## src/rmf_consts.svh

```systemverilog
`ifndef RMF_CONSTS_SVH
`define RMF_CONSTS_SVH

// Register byte offsets on the APB bus
`define RMF_OFS_CTRL 8'h00
`define RMF_OFS_MASK 8'h04
`define RMF_OFS_STAT 8'h08

// Control register field positions and reset value
`define RMF_CTRL_LF 0
`define RMF_CTRL_EOI 1
`define RMF_CTRL_BIN 2
`define RMF_CTRL_HS 3
`define RMF_CTRL_EXT 4
`define RMF_CTRL_RESET 5'h03

// Mask digit write: low three bits are one octal digit, bit 3 starts anew
`define RMF_MASK_FIRST 3
`define RMF_MASK_RESET 12'h000

// Characters of the output messages
`define RMF_CH_PLUS 8'h2b
`define RMF_CH_MINUS 8'h2d
`define RMF_CH_POINT 8'h2e
`define RMF_CH_EXP 8'h45
`define RMF_CH_ZERO 8'h30
`define RMF_CH_CR 8'h0d
`define RMF_CH_LF 8'h0a
`define RMF_CH_RESET 8'h2a

// Fixed binary codes
`define RMF_HS_OVR_POS 16'h2900
`define RMF_HS_OVR_NEG 16'ha900
`define RMF_LIM_HIGH 8'h02
`define RMF_LIM_PASS 8'h01
`define RMF_LIM_LOW 8'hff

// Exponent limit and longest message
`define RMF_EXP_MAX 6'd18
`define RMF_MSG_MAX 4'd14

`endif

```

## src/rmf_pkg.sv

```systemverilog
package rmf_pkg;
   typedef logic [13:0][7:0] rmf_msg_t;
   typedef enum logic {RMF_IDLE, RMF_SEND} rmf_send_state_t;
   typedef struct packed {
      logic extTrig;
      logic highSpeed;
      logic binSel;
      logic eoiEn;
      logic lfEn;
   } rmf_ctrl_t;
endpackage

```

## src/rmf_msg_if.sv

```systemverilog
`timescale 1ns/100ps
interface rmf_msg_if;
   import rmf_pkg::*;
   logic load;
   rmf_msg_t msg;
   logic [3:0] len;
   logic eoiEn;
   logic busy;
   logic done;
   modport src (output load, msg, len, eoiEn, input busy, done);
   modport snk (input load, msg, len, eoiEn, output busy, done);
endinterface

```

## src/rmf_formatter.sv

```systemverilog
// Added by the designer: the register addresses and register access over APB.
`timescale 1ns/100ps
`include "rmf_consts.svh"
module rmf_formatter
   import rmf_pkg::*;
(
   input wire logic clock,
   input wire logic rstn,
   input wire logic psel,
   input wire logic penable,
   input wire logic pwrite,
   input wire logic [7:0] paddr,
   input wire logic [31:0] pwdata,
   output logic [31:0] prdata,
   output logic pready,
   output logic pslverr,
   input wire logic rdReq,
   input wire logic rdSelDreg,
   input wire logic rdSign,
   input wire logic [23:0] rdDigits,
   input wire logic [2:0] rdPoint,
   input wire logic [5:0] rdExp,
   input wire logic rdHighZ,
   input wire logic [31:0] rdBin4,
   input wire logic [15:0] rdHsValue,
   input wire logic rdOverPos,
   input wire logic rdOverNeg,
   input wire logic rdResist,
   input wire logic limitActive,
   input wire logic [1:0] limitCode,
   input wire logic [7:0] dregMajor,
   input wire logic [3:0] dregMinor,
   output logic reqReady,
   output logic [7:0] busData,
   output logic busValid,
   output logic busEoi,
   input wire logic busReady,
   input wire logic devClear,
   input wire logic resetChar,
   input wire logic clearReqChar,
   input wire logic getCmd,
   input wire logic trigBusy,
   output logic trigStart,
   output logic measAbort,
   input wire logic evOutReady,
   input wire logic evOverrange,
   input wire logic evError,
   input wire logic evEndBurst,
   input wire logic evHighPeak,
   input wire logic evLowPeak,
   input wire logic evHigh,
   input wire logic evPass,
   input wire logic evLow,
   input wire logic evLfac,
   output logic srqLine,
   output logic [7:0] statusByte,
   output logic externalTriggerMode,
   output logic highSpeedMode,
   output logic lineFeedEnable,
   output logic endIdentifyEnable,
   output logic binaryOutputSelect
);
   rmf_ctrl_t ctrl, next_ctrl;
   logic [11:0] mask, next_mask;
   logic [4:0] flags, next_flags;
   logic dataPend, next_dataPend;
   logic trigStartQ, next_trigStart;
   logic abortQ, next_abort;
   logic access, wrCtrl, wrMask, mapped;
   logic clearAny, loadRead;
   logic [4:0] setV, clrV;
   logic [23:0] digs;
   logic [5:0] expMag, expQ;
   logic [3:0] expUnits;
   logic expTens;
   rmf_msg_t asciiMsg, msg;
   logic [3:0] len;
   logic [7:0] eol;
   logic [15:0] hsWord;
   int k;

   rmf_msg_if mi ();

   rmf_byte_sender u_sender (
      .clock(clock),
      .rstn(rstn),
      .mi(mi.snk),
      .busData(busData),
      .busValid(busValid),
      .busEoi(busEoi),
      .busReady(busReady)
   );

   ////////////////////////////////////////////////////////////////////////
   // APB slave: zero wait states, unmapped offsets answer with an error
   assign access = psel && penable;
   assign pready = 1'b1;
   assign mapped = (paddr == `RMF_OFS_CTRL) || (paddr == `RMF_OFS_MASK) ||
                   (paddr == `RMF_OFS_STAT);
   assign pslverr = access && !mapped;
   assign wrCtrl = access && pwrite && (paddr == `RMF_OFS_CTRL);
   assign wrMask = access && pwrite && (paddr == `RMF_OFS_MASK);

   // Read mux; the status register is read only
   always_comb begin
      prdata = 32'h0000_0000;
      if (access && !pwrite) begin
         case (paddr)
            `RMF_OFS_CTRL: prdata = {27'h0, ctrl};
            `RMF_OFS_MASK: prdata = {20'h0, mask};
            `RMF_OFS_STAT: prdata = {24'h0, statusByte};
            default: prdata = 32'h0000_0000;
         endcase
      end
   end

   ////////////////////////////////////////////////////////////////////////
   // Control and mask registers
   assign clearAny = devClear || resetChar;

   // A clear beats a same-cycle write: the device must land on defaults
   always_comb begin
      next_ctrl = ctrl;
      next_mask = mask;
      if (wrCtrl) begin
         next_ctrl = rmf_ctrl_t'(pwdata[4:0]);
      end
      if (wrMask) begin
         // Each write shifts in one octal digit, so short codes just work
         if (pwdata[`RMF_MASK_FIRST]) begin
            next_mask = {9'h000, pwdata[2:0]};
         end else begin
            next_mask = {mask[8:0], pwdata[2:0]};
         end
      end
      if (getCmd) begin
         next_ctrl.extTrig = 1'b1;
      end
      if (clearAny) begin
         next_ctrl = rmf_ctrl_t'(`RMF_CTRL_RESET);
         next_mask = `RMF_MASK_RESET;
      end
   end

   always_ff @(posedge clock) begin
      if (!rstn) begin
         ctrl <= rmf_ctrl_t'(`RMF_CTRL_RESET);
         mask <= `RMF_MASK_RESET;
      end else begin
         ctrl <= next_ctrl;
         mask <= next_mask;
      end
   end

   assign externalTriggerMode = ctrl.extTrig;
   assign highSpeedMode = ctrl.highSpeed;
   assign lineFeedEnable = ctrl.lfEn;
   assign endIdentifyEnable = ctrl.eoiEn;
   assign binaryOutputSelect = ctrl.binSel;

   ////////////////////////////////////////////////////////////////////////
   // ASCII reading message
   assign eol = ctrl.lfEn ? `RMF_CH_LF : `RMF_CH_CR;

   // Exponent is folded to a multiple of three inside the legal span
   always_comb begin
      expMag = rdExp[5] ? 6'(6'h00 - rdExp) : rdExp;
      if (expMag > `RMF_EXP_MAX) begin
         expMag = `RMF_EXP_MAX;
      end
      expQ = 6'(expMag - (expMag % 6'd3));
      expTens = (expQ >= 6'd10);
      expUnits = expTens ? 4'(expQ - 6'd10) : expQ[3:0];
   end

   // Data field: digits with the point slotted in after rdPoint digits
   always_comb begin
      digs = rdHighZ ? {4'h0, rdDigits[19:0]} : rdDigits;
      asciiMsg = '0;
      k = 0;
      asciiMsg[0] = rdSign ? `RMF_CH_MINUS : `RMF_CH_PLUS;
      for (int i = 0; i < 7; i++) begin
         if (i == int'(rdPoint)) begin
            asciiMsg[i + 1] = `RMF_CH_POINT;
         end else if (k < 6) begin
            asciiMsg[i + 1] = `RMF_CH_ZERO | {4'h0, digs[4 * (5 - k) +: 4]};
            k = k + 1;
         end else begin
            asciiMsg[i + 1] = `RMF_CH_ZERO;
         end
      end
      asciiMsg[8] = `RMF_CH_EXP;
      asciiMsg[9] = rdExp[5] ? `RMF_CH_MINUS : `RMF_CH_PLUS;
      asciiMsg[10] = `RMF_CH_ZERO | {7'h00, expTens};
      asciiMsg[11] = `RMF_CH_ZERO | {4'h0, expUnits};
      asciiMsg[12] = `RMF_CH_CR;
      asciiMsg[13] = `RMF_CH_LF;
   end

   ////////////////////////////////////////////////////////////////////////
   // High-speed word; the listener takes byte 1 (low) first
   always_comb begin
      hsWord = rdHsValue;
      if (rdResist) begin
         hsWord[15] = 1'b1;
      end
      if (rdOverPos) begin
         hsWord = `RMF_HS_OVR_POS;
      end else if (rdOverNeg) begin
         hsWord = `RMF_HS_OVR_NEG;
      end
   end

   ////////////////////////////////////////////////////////////////////////
   // Message select; the reset character wins over every reading
   always_comb begin
      msg = '0;
      len = 4'd1;
      if (clearAny) begin
         msg[0] = `RMF_CH_RESET;
         len = 4'd1;
      end else if (rdSelDreg) begin
         // Register number such as 3.1 or 11.2, tens only when present
         if (dregMajor[7:4] != 4'h0) begin
            msg[0] = `RMF_CH_ZERO | {4'h0, dregMajor[7:4]};
            msg[1] = `RMF_CH_ZERO | {4'h0, dregMajor[3:0]};
            msg[2] = `RMF_CH_POINT;
            msg[3] = `RMF_CH_ZERO | {4'h0, dregMinor};
            msg[4] = `RMF_CH_CR;
            msg[5] = `RMF_CH_LF;
            len = ctrl.lfEn ? 4'd6 : 4'd5;
         end else begin
            msg[0] = `RMF_CH_ZERO | {4'h0, dregMajor[3:0]};
            msg[1] = `RMF_CH_POINT;
            msg[2] = `RMF_CH_ZERO | {4'h0, dregMinor};
            msg[3] = `RMF_CH_CR;
            msg[4] = `RMF_CH_LF;
            len = ctrl.lfEn ? 4'd5 : 4'd4;
         end
      end else if (limitActive) begin
         if (ctrl.binSel) begin
            // 1 high, 2 pass, other low
            case (limitCode)
               2'd1: msg[0] = `RMF_LIM_HIGH;
               2'd2: msg[0] = `RMF_LIM_PASS;
               default: msg[0] = `RMF_LIM_LOW;
            endcase
            len = 4'd1;
         end else begin
            case (limitCode)
               2'd1: msg[1:0] = {8'h32, `RMF_CH_PLUS};
               2'd2: msg[1:0] = {8'h31, `RMF_CH_PLUS};
               default: msg[1:0] = {8'h31, `RMF_CH_MINUS};
            endcase
            msg[2] = `RMF_CH_CR;
            msg[3] = `RMF_CH_LF;
            len = ctrl.lfEn ? 4'd4 : 4'd3;
         end
      end else if (ctrl.highSpeed) begin
         msg[0] = hsWord[7:0];
         msg[1] = hsWord[15:8];
         len = 4'd2;
      end else if (ctrl.binSel) begin
         // Mantissa and exponent arrive packed; sent high byte first
         msg[0] = rdBin4[31:24];
         msg[1] = rdBin4[23:16];
         msg[2] = rdBin4[15:8];
         msg[3] = rdBin4[7:0];
         len = 4'd4;
      end else begin
         msg = asciiMsg;
         msg[13] = eol;
         len = ctrl.lfEn ? `RMF_MSG_MAX : 4'(`RMF_MSG_MAX - 4'd1);
      end
   end

   // A request is taken only while the sender is free
   assign reqReady = !mi.busy && !clearAny;
   assign loadRead = rdReq && reqReady;
   assign mi.load = loadRead || clearAny;
   assign mi.msg = msg;
   assign mi.len = len;
   assign mi.eoiEn = ctrl.eoiEn;

   ////////////////////////////////////////////////////////////////////////
   // Service request flags: ready, overrange, burst, OR group, error
   always_comb begin
      setV[0] = evOutReady && mask[0];
      setV[1] = evOverrange && (mask[0] || mask[1]);
      setV[2] = evEndBurst && mask[3];
      setV[3] = (evHighPeak && mask[4]) || (evLowPeak && mask[5]) ||
                (evHigh && mask[6]) || (evPass && mask[7]) ||
                (evLow && mask[8]) || (evLfac && mask[9]);
      setV[4] = evError && (mask[0] || mask[2]);
      clrV = 5'h00;
      // Data requests end with the last byte of a reading message
      if (mi.done && dataPend) begin
         clrV = clrV | 5'h13;
      end
      if (clearReqChar) begin
         clrV = clrV | 5'h0c;
      end
      // Set wins over a clrV clear, so an event in that clearing cycle survives
      next_flags = setV | (flags & ~clrV);
      if (clearAny) begin
         next_flags = 5'h00;
      end
   end

   // Marks a reading in flight whose last byte retires data requests
   always_comb begin
      next_dataPend = dataPend;
      if (mi.done) begin
         next_dataPend = 1'b0;
      end
      if (loadRead && !rdSelDreg) begin
         next_dataPend = 1'b1;
      end
      if (clearAny) begin
         next_dataPend = 1'b0;
      end
   end

   always_ff @(posedge clock) begin
      if (!rstn) begin
         flags <= 5'h00;
         dataPend <= 1'b0;
      end else begin
         flags <= next_flags;
         dataPend <= next_dataPend;
      end
   end

   // Bit 7 is request; bits 8 and 5 (one-based) read as zero
   assign statusByte = {1'b0, |flags, flags[4], 1'b0,
                        flags[3], flags[2], flags[1], flags[0]};
   assign srqLine = |flags;

   ////////////////////////////////////////////////////////////////////////
   // Trigger and abort pulses to the measurement sequencer
   // The sequencer's busy level gates triggers; no queue, by design
   always_comb begin
      next_trigStart = getCmd && !trigBusy && !clearAny;
      next_abort = clearAny;
   end

   always_ff @(posedge clock) begin
      if (!rstn) begin
         trigStartQ <= 1'b0;
         abortQ <= 1'b0;
      end else begin
         trigStartQ <= next_trigStart;
         abortQ <= next_abort;
      end
   end

   assign trigStart = trigStartQ;
   assign measAbort = abortQ;
endmodule

```

## src/rmf_byte_sender.sv

```systemverilog
`timescale 1ns/100ps
module rmf_byte_sender
   import rmf_pkg::*;
(
   input wire logic clock,
   input wire logic rstn,
   rmf_msg_if.snk mi,
   output logic [7:0] busData,
   output logic busValid,
   output logic busEoi,
   input wire logic busReady
);
   rmf_send_state_t state, next_state;
   rmf_msg_t buffer, next_buffer;
   logic [3:0] left, next_left;
   logic eoiEn, next_eoiEn;
   logic take;

   ////////////////////////////////////////////////////////////////////////
   // Shift register: byte 0 always stands on the bus pins
   assign take = (state == RMF_SEND) && busReady;
   assign busValid = (state == RMF_SEND);
   assign busData = buffer[0];
   assign busEoi = busValid && eoiEn && (left == 4'd1);
   assign mi.busy = (state == RMF_SEND);
   assign mi.done = take && (left == 4'd1);

   // A load overrides any message in flight, so a clear aborts at once
   always_comb begin
      next_state = state;
      next_buffer = buffer;
      next_left = left;
      next_eoiEn = eoiEn;
      case (state)
         RMF_IDLE: begin
            if (mi.load) begin
               next_state = RMF_SEND;
            end
         end
         RMF_SEND: begin
            if (take) begin
               next_buffer = {8'h00, buffer[13:1]};
               next_left = 4'(left - 4'd1);
               if (left == 4'd1) begin
                  next_state = RMF_IDLE;
               end
            end
         end
         default: next_state = RMF_IDLE;
      endcase
      if (mi.load) begin
         next_state = RMF_SEND;
         next_buffer = mi.msg;
         next_left = mi.len;
         next_eoiEn = mi.eoiEn;
      end
   end

   always_ff @(posedge clock) begin
      if (!rstn) begin
         state <= RMF_IDLE;
         buffer <= '0;
         left <= 4'h0;
         eoiEn <= 1'b0;
      end else begin
         state <= next_state;
         buffer <= next_buffer;
         left <= next_left;
         eoiEn <= next_eoiEn;
      end
   end
endmodule

```

## config.mk

```make
export PLATFORM = sky130hd
export DESIGN_NAME = rmf_formatter
export DESIGN_NICKNAME = d
export VERILOG_FILES = /design/src/rmf_pkg.sv /design/src/rmf_msg_if.sv /design/src/rmf_formatter.sv /design/src/rmf_byte_sender.sv
export VERILOG_INCLUDE_DIRS = /design/src /design/src/src
export SDC_FILE = /design/constraint.sdc
export NUM_CORES = 1
export LEC_CHECK = 0
export CAP_MARGIN = 25
export CELL_PAD_IN_SITES_DETAIL_PLACEMENT = 1
export CELL_PAD_IN_SITES_GLOBAL_PLACEMENT = 1
export CORE_MARGIN = 1
export CORE_UTILIZATION = 38
export DETAILED_ROUTE_END_ITERATION = 8
export DONT_BUFFER_PORTS = 1
export PLACE_DENSITY = 0.68
export SYNTH_ARGS = -nofsm -noshare
export SYNTH_HDL_FRONTEND = slang
export SYNTH_SLANG_ARGS = --single-unit
```

## constraint.sdc

```tcl
create_clock -name clock -period 9.3 [get_ports clock]
set_input_delay 0.93 -clock clock [delete_from_list [all_inputs] [get_ports clock]]
set_output_delay 0.93 -clock clock [all_outputs]
set_load 0.05 [all_outputs]
```

==> results.cfg, run 1 <==
[outcome]
outcome = completed

[worst_hold_path]
min_path_type = reg -> reg

[synthesis]
synth_top_area_share_pct = 26.4
ys_ff_latch = 117
syn_area_um2 = 8870
ys_async_sr_fraction_pct = 0
synth_area_per_cell_um2 = 7.60
synth_area_leaders = dfxtp_1 (26%), o21ai_0 (7.0%), a21oi_1 (6.9%)
synthFlopType = dfxtp_1
post-synth-top-area-cell = dfxtp_1
synth_most_common_cell = o21ai_0
ys_warn_count = 0
yosysSeqAreaShare_pct = 26.4
synth_edf_count = 0
synth_common_cells = o21ai_0 (124), a21oi_1 (123), dfxtp_1 (117)
synthesis.instances = 1166
ys_types = 78

[clock_tree]
cts.clk_slew.worst_paths_ps = 60
cts_root_buf = clkbuf_16
ctsHoldBuffers = 0
cts.repair.resized = 0
post_cts_buffers = 0
clock_latency_ps = 420
cts_inserted_buffers = 17
htreeDepth = 4
cts.path.max_buffers = 2
clkSinkCount = 117
cts_tree = built

[worst_setup_path]
critPathLaunchType = primary input
worst-path-max-fanout = 8
cpPeakStageDelay_ps = 450
crit_start = rdExp[0]
timing.rr.end = u_sender.buffer[91]
end_kind = flop
ff2ff_setup_slack_ps = 6110
arrival_ps = 7970
cp_slowest_cell = or3_1
cp_common_cell = ha_1
critPathKind = in -> reg
r2r_cells = 9
cp-endpoint = u_sender.buffer[89]
r2r-start = u_sender.busValid
cp_data_required_time_ps = 9620

[die]
die_w_um = 155
core_area_um2 = 22800
initial_utilization_pct = 38.9
pin_count = 225
rows = 55
die_h_um = 155
dieArea_um2 = 23900

[finish]
final_util_pct = 41.9
n_antenna_cell = 0
syn_to_final_growth_pct = 7.68
nets = 1309
drive_gt1_share_pct = 8.96

[sta]
clock.fmax_mhz = 131
drv_slew = 0
period_needed_ps = 7640
period_share_pct = 82.2
hold_viol_final = 0
fin_ws_ps = 1660
setup-violations-final = 0
worst_slew_pin_slew_ps = 1080
rsz0062_at_grt = false
fin_tns_setup_ps = 0
relSlewSlack_pct = 26.4
fin_worst_skew_ps = 10.7

[drt]
drc_errors = 0
via_count = 8479
first_iter_violations = 476
post_drt_wl_per_cell_um = 20.0
drt_first_pass_iters = 6
antenna_left = 0
avgViaCountPerCell = 5.89
drt_wl_total_um = 28800

[grt]
grt_max_degree = 82
antenna_found_initial = 0
gr-usage-all-layers_pct = 24.0
gr-total-overflow = 0
grt_pass1_vias = 8490
grt_pass1_wl_um = 45600

[power_and_ir_drop]
power_leakage_nw = 3.54
power_switching_uw = 707
vdd_drop_max_mv = 0.131
powerDensity_nw_per_um2 = 199
switching_share_pct = 37.3
pwr-share-comb_pct = 38.2
clkPwrFrac_pct = 33.8
seq_power_share_pct = 28.0
p_int_mw = 1.19

[place]
gp_congestion = 0.888
portBuffers = 0
hpwl_um = 21100
place_ws_ps = 1230

[run]
cap_viol_max_count = 0
==> power by group through the flow <==
| stage | logic, mW | registers, mW | clock network (mW) |
|---|---|---|---|
| 3_3_place_gp | 0.702 | 0.541 | 0 |
| 4_1_cts | 0.727 | 0.531 | 0.656 |
| 5_1_grt | 0.801 | 0.532 | 0.678 |
| 3_5_place_dp | 0.722 | 0.542 | 0 |
| 6_report | 0.725 | 0.531 | 0.640 |
| 2_1_floorplan | 0.601 | 0.532 | 0 |
==> per-stage QoR <==
step | hold slack [ps] | power (mW) | instance area [um2] | std cells
final | 449 | 1.90 | 9550 | 1440
after global routing | 481 | 2.01 | 9550 | 1440
after CTS | 453 | 1.91 | 9520 | 1439
after detailed placement | 445 | 1.26 | 8940 | 1407
after global placement | 439 | 1.24 | 8930 | 1406
after floorplan | 427 | 1.13 | 8950 | 1188
==> flip-flops by register name (all words and copies together), names as in the netlist <==
signal / flops
u_sender.buffer: 78
mask: 12
u_sender.busData: 8
flags: 5
u_sender.left: 4
binaryOutputSelect: 1
dataPend: 1
endIdentifyEnable: 1
externalTriggerMode: 1
highSpeedMode: 1
lineFeedEnable: 1
measAbort: 1
trigStart: 1
u_sender.busValid: 1
u_sender.eoiEn: 1
==> logic make-up (layout without fill, tap and decap cells) <==
logic type / after synthesis / count (layout) / share of synthesized area (%)
mux: 70 / 70 / 9.76
other cells: 2 / 24 / 0.0847
buf+inv: 148 / 87 / 7.70
xor+xnor: 16 / 16 / 1.83
flops: 117 / 117 / 26.4
simple gates: 376 / 376 / 20.9
compound gates: 406 / 406 / 28.8
fa+ha+maj: 31 / 31 / 4.54
==> layout make-up <==
class / instances / area (um2)
fillers: 2827 / 13200
multi-input cells: 923 / 5940
flip-flops and latches: 117 / 2340
clock buffers: 18 / 439
well taps: 313 / 392
repair buffers: 18 / 155
clock inverters: 14 / 144
inverters: 37 / 139
==> worst max-delay path: cells and delay by family <==
kind,cells,cell delay [ps]
multiplexers,4,1080
buffers and inverters,3,200
XOR/XNOR,1,180
adder cells (fa/ha/maj),5,1210
AO/OA/AOI/OAI,10,2290
AND/OR/NAND/NOR,10,2050
==> metal layers <==
layer | GRT usage (%) | share of wire, %
met1 | 31.4 | 46
met2 | 40.6 | 48
met3 | 4.62 | 4.9
met4 | 5.75 | 1.3
met5 | 0 | 0
==> layout by cell type, fill, tap and decap left out, types with 6 or more instances in the layout <==
| master | n |
|---|---|
| dfxtp_1 | 116 |
| and2_1 | 12 |
| nor2_1 | 101 |
| nand4_1 | 6 |
| o31ai_1 | 11 |
| mux2i_1 | 49 |
| nor2b_1 | 36 |
| nor3_1 | 14 |
| a21oi_1 | 123 |
| a22oi_1 | 16 |
| a31oi_1 | 14 |
| conb_1 | 24 |
| o221ai_1 | 6 |
| ha_1 | 29 |
| a21o_1 | 10 |
| nor4_1 | 7 |
| mux2_2 | 8 |
| clkbuf_16 | 17 |
| nand2b_1 | 10 |
| nor3b_1 | 14 |
| inv_1 | 36 |
| o211ai_1 | 11 |
| xor2_1 | 6 |
| a2111oi_0 | 6 |
| a221oi_1 | 15 |
| o211a_1 | 7 |
| xnor2_1 | 7 |
| a211oi_1 | 10 |
| and3_1 | 12 |
| buf_4 | 17 |
| o22ai_1 | 6 |
| mux4_2 | 12 |
| nand3_1 | 22 |
| o21ai_0 | 124 |
| nand2_1 | 112 |
==> how the worst min path moves through the flow <==
stage / cells after the start / slack, ps / to / startpoint
after floorplan: 2 / 430 / u_sender.eoiEn / u_sender.eoiEn
after global placement: 2 / 440 / u_sender.buffer[46] / u_sender.buffer[54]
after detailed placement: 2 / 440 / u_sender.eoiEn / u_sender.eoiEn
after CTS: 2 / 450 / u_sender.eoiEn / u_sender.eoiEn
after global routing: 2 / 480 / u_sender.eoiEn / u_sender.eoiEn
final: 2 / 450 / u_sender.eoiEn / u_sender.eoiEn
(Power assumes the default switching activity.)
==> run 2, diff against run 1 <==
==> constraint.sdc (replaced) <==
create_clock -name clock -period 7.5 [get_ports clock]
set_input_delay 0.75 -clock clock [delete_from_list [all_inputs] [get_ports clock]]
set_output_delay 0.75 -clock clock [all_outputs]
set_load 0.05 [all_outputs]
==> run 2 against run 1 <==
Effect of this change:
- hold slack worse by 45 ps
- combinational power grew 26%
- setup slack worse by 1100 ps
- power is 27% higher
- clock-buffer cell count unchanged
- clock power up 30%
- largest cell class unchanged
==> results.cfg, run 2 (synthesized netlist as in run 1, its figures left out) <==
[finish]
n_antenna_cell = 0
fin_area_um2 = 9650
top_register = u_sender.buffer
nets = 1317
final_cell_mix = o21ai_0 (123), a21oi_1 (123), dfxtp_1 (116)
final_util_pct = 42.3
drive_gt1_share_pct = 9.87
largest_register_ffs = 78
syn_to_final_growth_pct = 8.78

[sta]
worst_slew_pin_slew_ps = 1040
drv_slew = 0
setup-violations-final = 0
clock.fmax_mhz = 145
relSlewSlack_pct = 30.2
period_share_pct = 92.1
rsz0062_at_grt = false
period_needed_ps = 6900
fin_ws_ps = 595
fin_worst_skew_ps = 11.6
hold_viol_final = 0

[grt]
grt_max_degree = 82
antenna_found_initial = 0
gr-usage-all-layers_pct = 24.2
grt_pass1_vias = 8445
grt_pass1_wl_um = 45900
gr-total-overflow = 0

[die]
initial_utilization_pct = 38.9
die_h_um = 155
core_area_um2 = 22800
dieArea_um2 = 23900
die_w_um = 155
rows = 55
pin_count = 225

[run]
cap_viol_max_count = 0

[drt]
drt_first_pass_iters = 5
drt_wl_total_um = 29000
post_drt_wl_per_cell_um = 20.0
via_count = 8531
first_iter_violations = 472
avgViaCountPerCell = 5.89
antenna_left = 0
drc_errors = 0

[clock_tree]
cts_inserted_buffers = 17
clkSinkCount = 117
cts_tree = built
cts_root_buf = clkbuf_16
post_cts_buffers = 0
htreeDepth = 4
cts.clk_slew.worst_paths_ps = 60
cts.path.max_buffers = 2
clock_latency_ps = 420

[place]
hpwl_um = 21100
placement.cell_area_um2 = 8990
gp_congestion = 0.870
place_ws_ps = -27.1
portBuffers = 0

[power_and_ir_drop]
vdd_drop_max_mv = 0.152
powerDensity_nw_per_um2 = 249
total_power_mw = 2.40
power_leakage_nw = 3.59

[worst_setup_path]
worst-path-max-fanout = 9
cp_data_required_time_ps = 7780
critPathLaunchType = primary input
critPathKind = in -> reg
cp_slowest_cell = or4_1
cpPeakStageDelay_ps = 540
arrival_ps = 7190
end_kind = flop

[outcome]
outcome = completed

[worst_hold_path]
min_path_type = in -> reg
==> run 2: cell types whose count changed in the layout (fill, tap and decap cells not counted), moves of 2 or more <==
cell	previous run	this run
clkinv_4	5	3
buf_4	17	23
mux2i_1	49	47
inv_8	1	3
inv_6	5	3
mux2i_2	0	2
==> run 2: final timing paths <==
path / slack (ps) / depth (start not counted) / start / to
hold / removal: 400 / 1 / trigBusy / trigStart
hold reg to reg: 440 / 2 / u_sender.buffer[77] / u_sender.buffer[69]
setup / recovery: 600 / 31 / rdExp[0] / u_sender.buffer[89]
setup reg to reg: 4220 / 8 / u_sender.busValid / u_sender.buffer[56]
==> run 2: final cells by class <==
cell class              count  area [um2]
clock buffers              18         439
clock inverters            14         166
fillers                  2830       13100
inverters                  37         139
multi-input cells         923        5950
flip-flops and latches    117        2340
well taps                 313         392
repair buffers             26         218
==> run 2: metrics by stage <==
stage | hold WS, ps | setup TNS (ps) | instances
after floorplan | 427 | 0 | 1188
after global placement | 439 | 0 | 1412
after detailed placement | 444 | -27.1 | 1414
after CTS | 383 | 0 | 1446
after global routing | 382 | 0 | 1448
final | 404 | 0 | 1448
==> run 2: power breakdown <==
group,internal [mW],leakage (nW),switching [mW],total (mW)
Sequential,0.637,0.950,0.0213,0.659
Clock,0.508,0.293,0.322,0.830
Combinational,0.378,2.35,0.534,0.912
==> run 2: worst max-delay path: cells and delay by family <==
kind / cells / cell delay (ps)
compound gates: 10 / 1750
buf+inv: 2 / 150
xor+xnor: 2 / 410
fa+ha+maj: 4 / 1040
simple gates: 10 / 2380
mux: 3 / 680
==> run 2: per-layer routing <==
layer | track usage [%] | part of all wire [%] | vias to the layer above
li1 | - | - | 4110
met1 | 31.7 | 47 | 4187
met2 | 41.3 | 48 | 217
met3 | 4.71 | 4.7 | 17
met4 | 4.29 | 0.64 | 0
met5 | 0 | 0 | -
==> run 2: timing repair <==
| item | CTS | global route |
|---|---|---|
| gates resized for setup | 0 | 5 |
| hold buffers | 0 | 0 |
| setup endpoints to repair | 0 | 4 |
==> run 3, diff against run 2 <==
--- a/config.mk
+++ b/config.mk
@@ -13,7 +13,8 @@
 export CORE_UTILIZATION = 38
 export DETAILED_ROUTE_END_ITERATION = 8
 export DONT_BUFFER_PORTS = 1
-export PLACE_DENSITY = 0.68
+export PLACE_DENSITY = 0.66
 export SYNTH_ARGS = -nofsm -noshare
 export SYNTH_HDL_FRONTEND = slang
+export SYNTH_HIERARCHICAL = 1
 export SYNTH_SLANG_ARGS = --single-unit
==> run 3 against run 2 <==
Effect of this change:
- sequential share of layout area shrank 0.74 points
- clock power grew 6.3%
- hold slack lost 16 ps
- die area grew 29%
- flip-flop and latch count grew 26
- cell count grew 18%
- critical path type unchanged
- critical endpoint is now u_sender/buffer[89]
==> results.cfg, run 3 <==
[outcome]
outcome = completed

[clock_tree]
cts.clk_slew.worst_paths_ps = 70
cts_inserted_buffers = 17
ctsHoldBuffers = 0
cts.repair.resized = 0
clock_latency_ps = 440
cts_root_buf = clkbuf_16
htreeDepth = 4
post_cts_buffers = 0
cts.path.max_buffers = 2
clkSinkCount = 143
cts_tree = built

[power_and_ir_drop]
vdd_drop_max_mv = 0.166
powerDensity_nw_per_um2 = 226
seq_power_share_pct = 30.3
clkPwrFrac_pct = 32.2
switching_share_pct = 37.3
power_switching_mw = 1.02
pwr-share-comb_pct = 37.5
power_leakage_nw = 5.82
total_power_mw = 2.74
p_int_mw = 1.72

[worst_hold_path]
min_path_type = in -> reg
min_from = trigBusy

[die]
rows = 63
core_area_um2 = 29600
pin_count = 225
die_h_um = 176
die_w_um = 176
dieArea_um2 = 30800
initial_utilization_pct = 38.6

[synthesis]
syn_area_um2 = 11400
synth_common_cells = dfxtp_1 (143), o211a_1 (106), nor2_1 (102)
synth_area_per_cell_um2 = 8.46
post-synth-top-area-cell = dfxtp_1
synthFlopType = dfxtp_1
ys_async_sr_fraction_pct = 0
synth_edf_count = 0
ys_types = 96
ys_warn_count = 6
synth_area_leaders = dfxtp_1 (25%), o211a_1 (9.3%), a211o_1 (5.3%)
synth_most_common_cell = dfxtp_1
ys_ff_latch = 143
yosysSeqAreaShare_pct = 25.0
synth_top_area_share_pct = 25.0
synthesis.instances = 1354

[finish]
top_register = u_sender/buffer
largest_register_ffs = 104
layout_commonest_cell = dfxtp_1
final_cell_mix = dfxtp_1 (141), o211a_1 (105), nor2_1 (102)
fin_area_um2 = 12200
drive_gt1_share_pct = 12.0
syn_to_final_growth_pct = 6.23
nets = 1494

[grt]
gr-total-overflow = 0
grt_pass1_vias = 9996
antenna_found_initial = 1
use_met2_pct = 36.7
grt_max_degree = 123
grt_pass1_wl_um = 54800
busiest_layer = met2
grt_use_met1_pct = 29.6
grtUsageMet3_pct = 3.07
gr-usage-all-layers_pct = 22.1

[sta]
period_share_pct = 93.8
rsz0062_at_grt = false
fin_worst_skew_ps = 13.7
worst_slew_pin_slew_ps = 1010
clock.fmax_mhz = 142
hold_viol_final = 0
relSlewSlack_pct = 32.9
fin_tns_setup_ps = 0
fin_hold_ws_ps = 388
period_needed_ps = 7030
setup-violations-final = 0
drv_slew = 0

[place]
portBuffers = 0
placement.cell_area_um2 = 11500
hpwl_um = 23800
gp_congestion = 0.831

[drt]
first_iter_violations = 669
drt_first_pass_iters = 5
antenna_left = 0
drc_errors = 0
avgViaCountPerCell = 5.92
drt_wl_total_um = 34600
via_count = 10100
post_drt_wl_per_cell_um = 20.3

[worst_setup_path]
cpPeakStageDelay_ps = 490
crit_start = rdExp[0]
r2r-start = binaryOutputSelect
cp_data_required_time_ps = 7830
critPathKind = in -> reg
cp_slowest_cell = or3_1
end_kind = flop
worst-path-max-fanout = 7
critPathLaunchType = primary input
arrival_ps = 7360

[run]
cap_viol_max_count = 0
run 3: changes by cell type after synthesis, moves of 38 or more:
cell | before | now
nand2_1 | 112 | 65
and3_1 | 12 | 82
a211o_1 | 2 | 69
o21ai_0 | 124 | 46
o211a_1 | 7 | 106
nand2b_1 | 10 | 48
run 3: power groups by stage:
stage | clock network [mW] | logic (mW) | registers (mW)
6_report | 0.882 | 1.03 | 0.832
5_1_grt | 0.939 | 1.14 | 0.837
4_1_cts | 0.905 | 1.03 | 0.832
3_5_place_dp | 0 | 1.02 | 0.850
3_3_place_gp | 0 | 1.00 | 0.848
2_1_floorplan | 0 | 0.887 | 0.831
run 3: worst max-delay path, delay by kind of cell:
kind,cells,cell delay [ps]
xor gates and xnor gates,1,140
buffers and inverters,3,300
AOI/OAI and AO/OA,17,2950
and+or+nand+nor,7,1540
muxes,1,280
adders and majority gates,5,1390
run 3: through the flow:
step | std cells | util, % | setup WS (ps)
4_1_cts | 1700 | 40.9 | 500
3_3_place_gp | 1668 | 38.8 | 239
2_1_floorplan | 1408 | - | 475
3_5_place_dp | 1668 | 38.8 | 54.4
6_report | 1703 | 41.0 | 467
5_1_grt | 1703 | 41.0 | 8.54
run 3: cells by family after synthesis:
group | synth area share, %
multiplexers | 10.5
other | 0.0656
buffers and inverters | 8.14
adder cells (fa/ha/maj) | 3.52
XOR/XNOR | 1.93
flip-flops | 25.0
AND/OR/NAND/NOR | 20.3
AO/OA/AOI/OAI | 30.5
run 3: routing by layer:
layer	vias up	part of all wire (%)
li1	4845	-
met1	4997	48
met2	201	47
met3	34	3.4
met4	0	1.6
met5	-	0
run 3: final timing paths:
| kind | slack (ps) | endpoint | depth (start not counted) |
|---|---|---|---|
| max reg2reg | 4320 | u_sender/buffer[80] | 6 |
| min | 390 | trigStart | 1 |
| max | 470 | u_sender/buffer[89] | 34 |
| min reg2reg | 480 | dataPend | 2 |
run 3: cell type report:
class | count | area [um2]
fill | 3504 | 17500
inverter | 38 | 145
sequential | 143 | 2870
timing repair buffer | 20 | 170
clock buffer | 17 | 425
tap | 390 | 488
clock inverter | 15 | 190
antenna | 1 | 2.50
multi-input combinational | 1079 | 7880
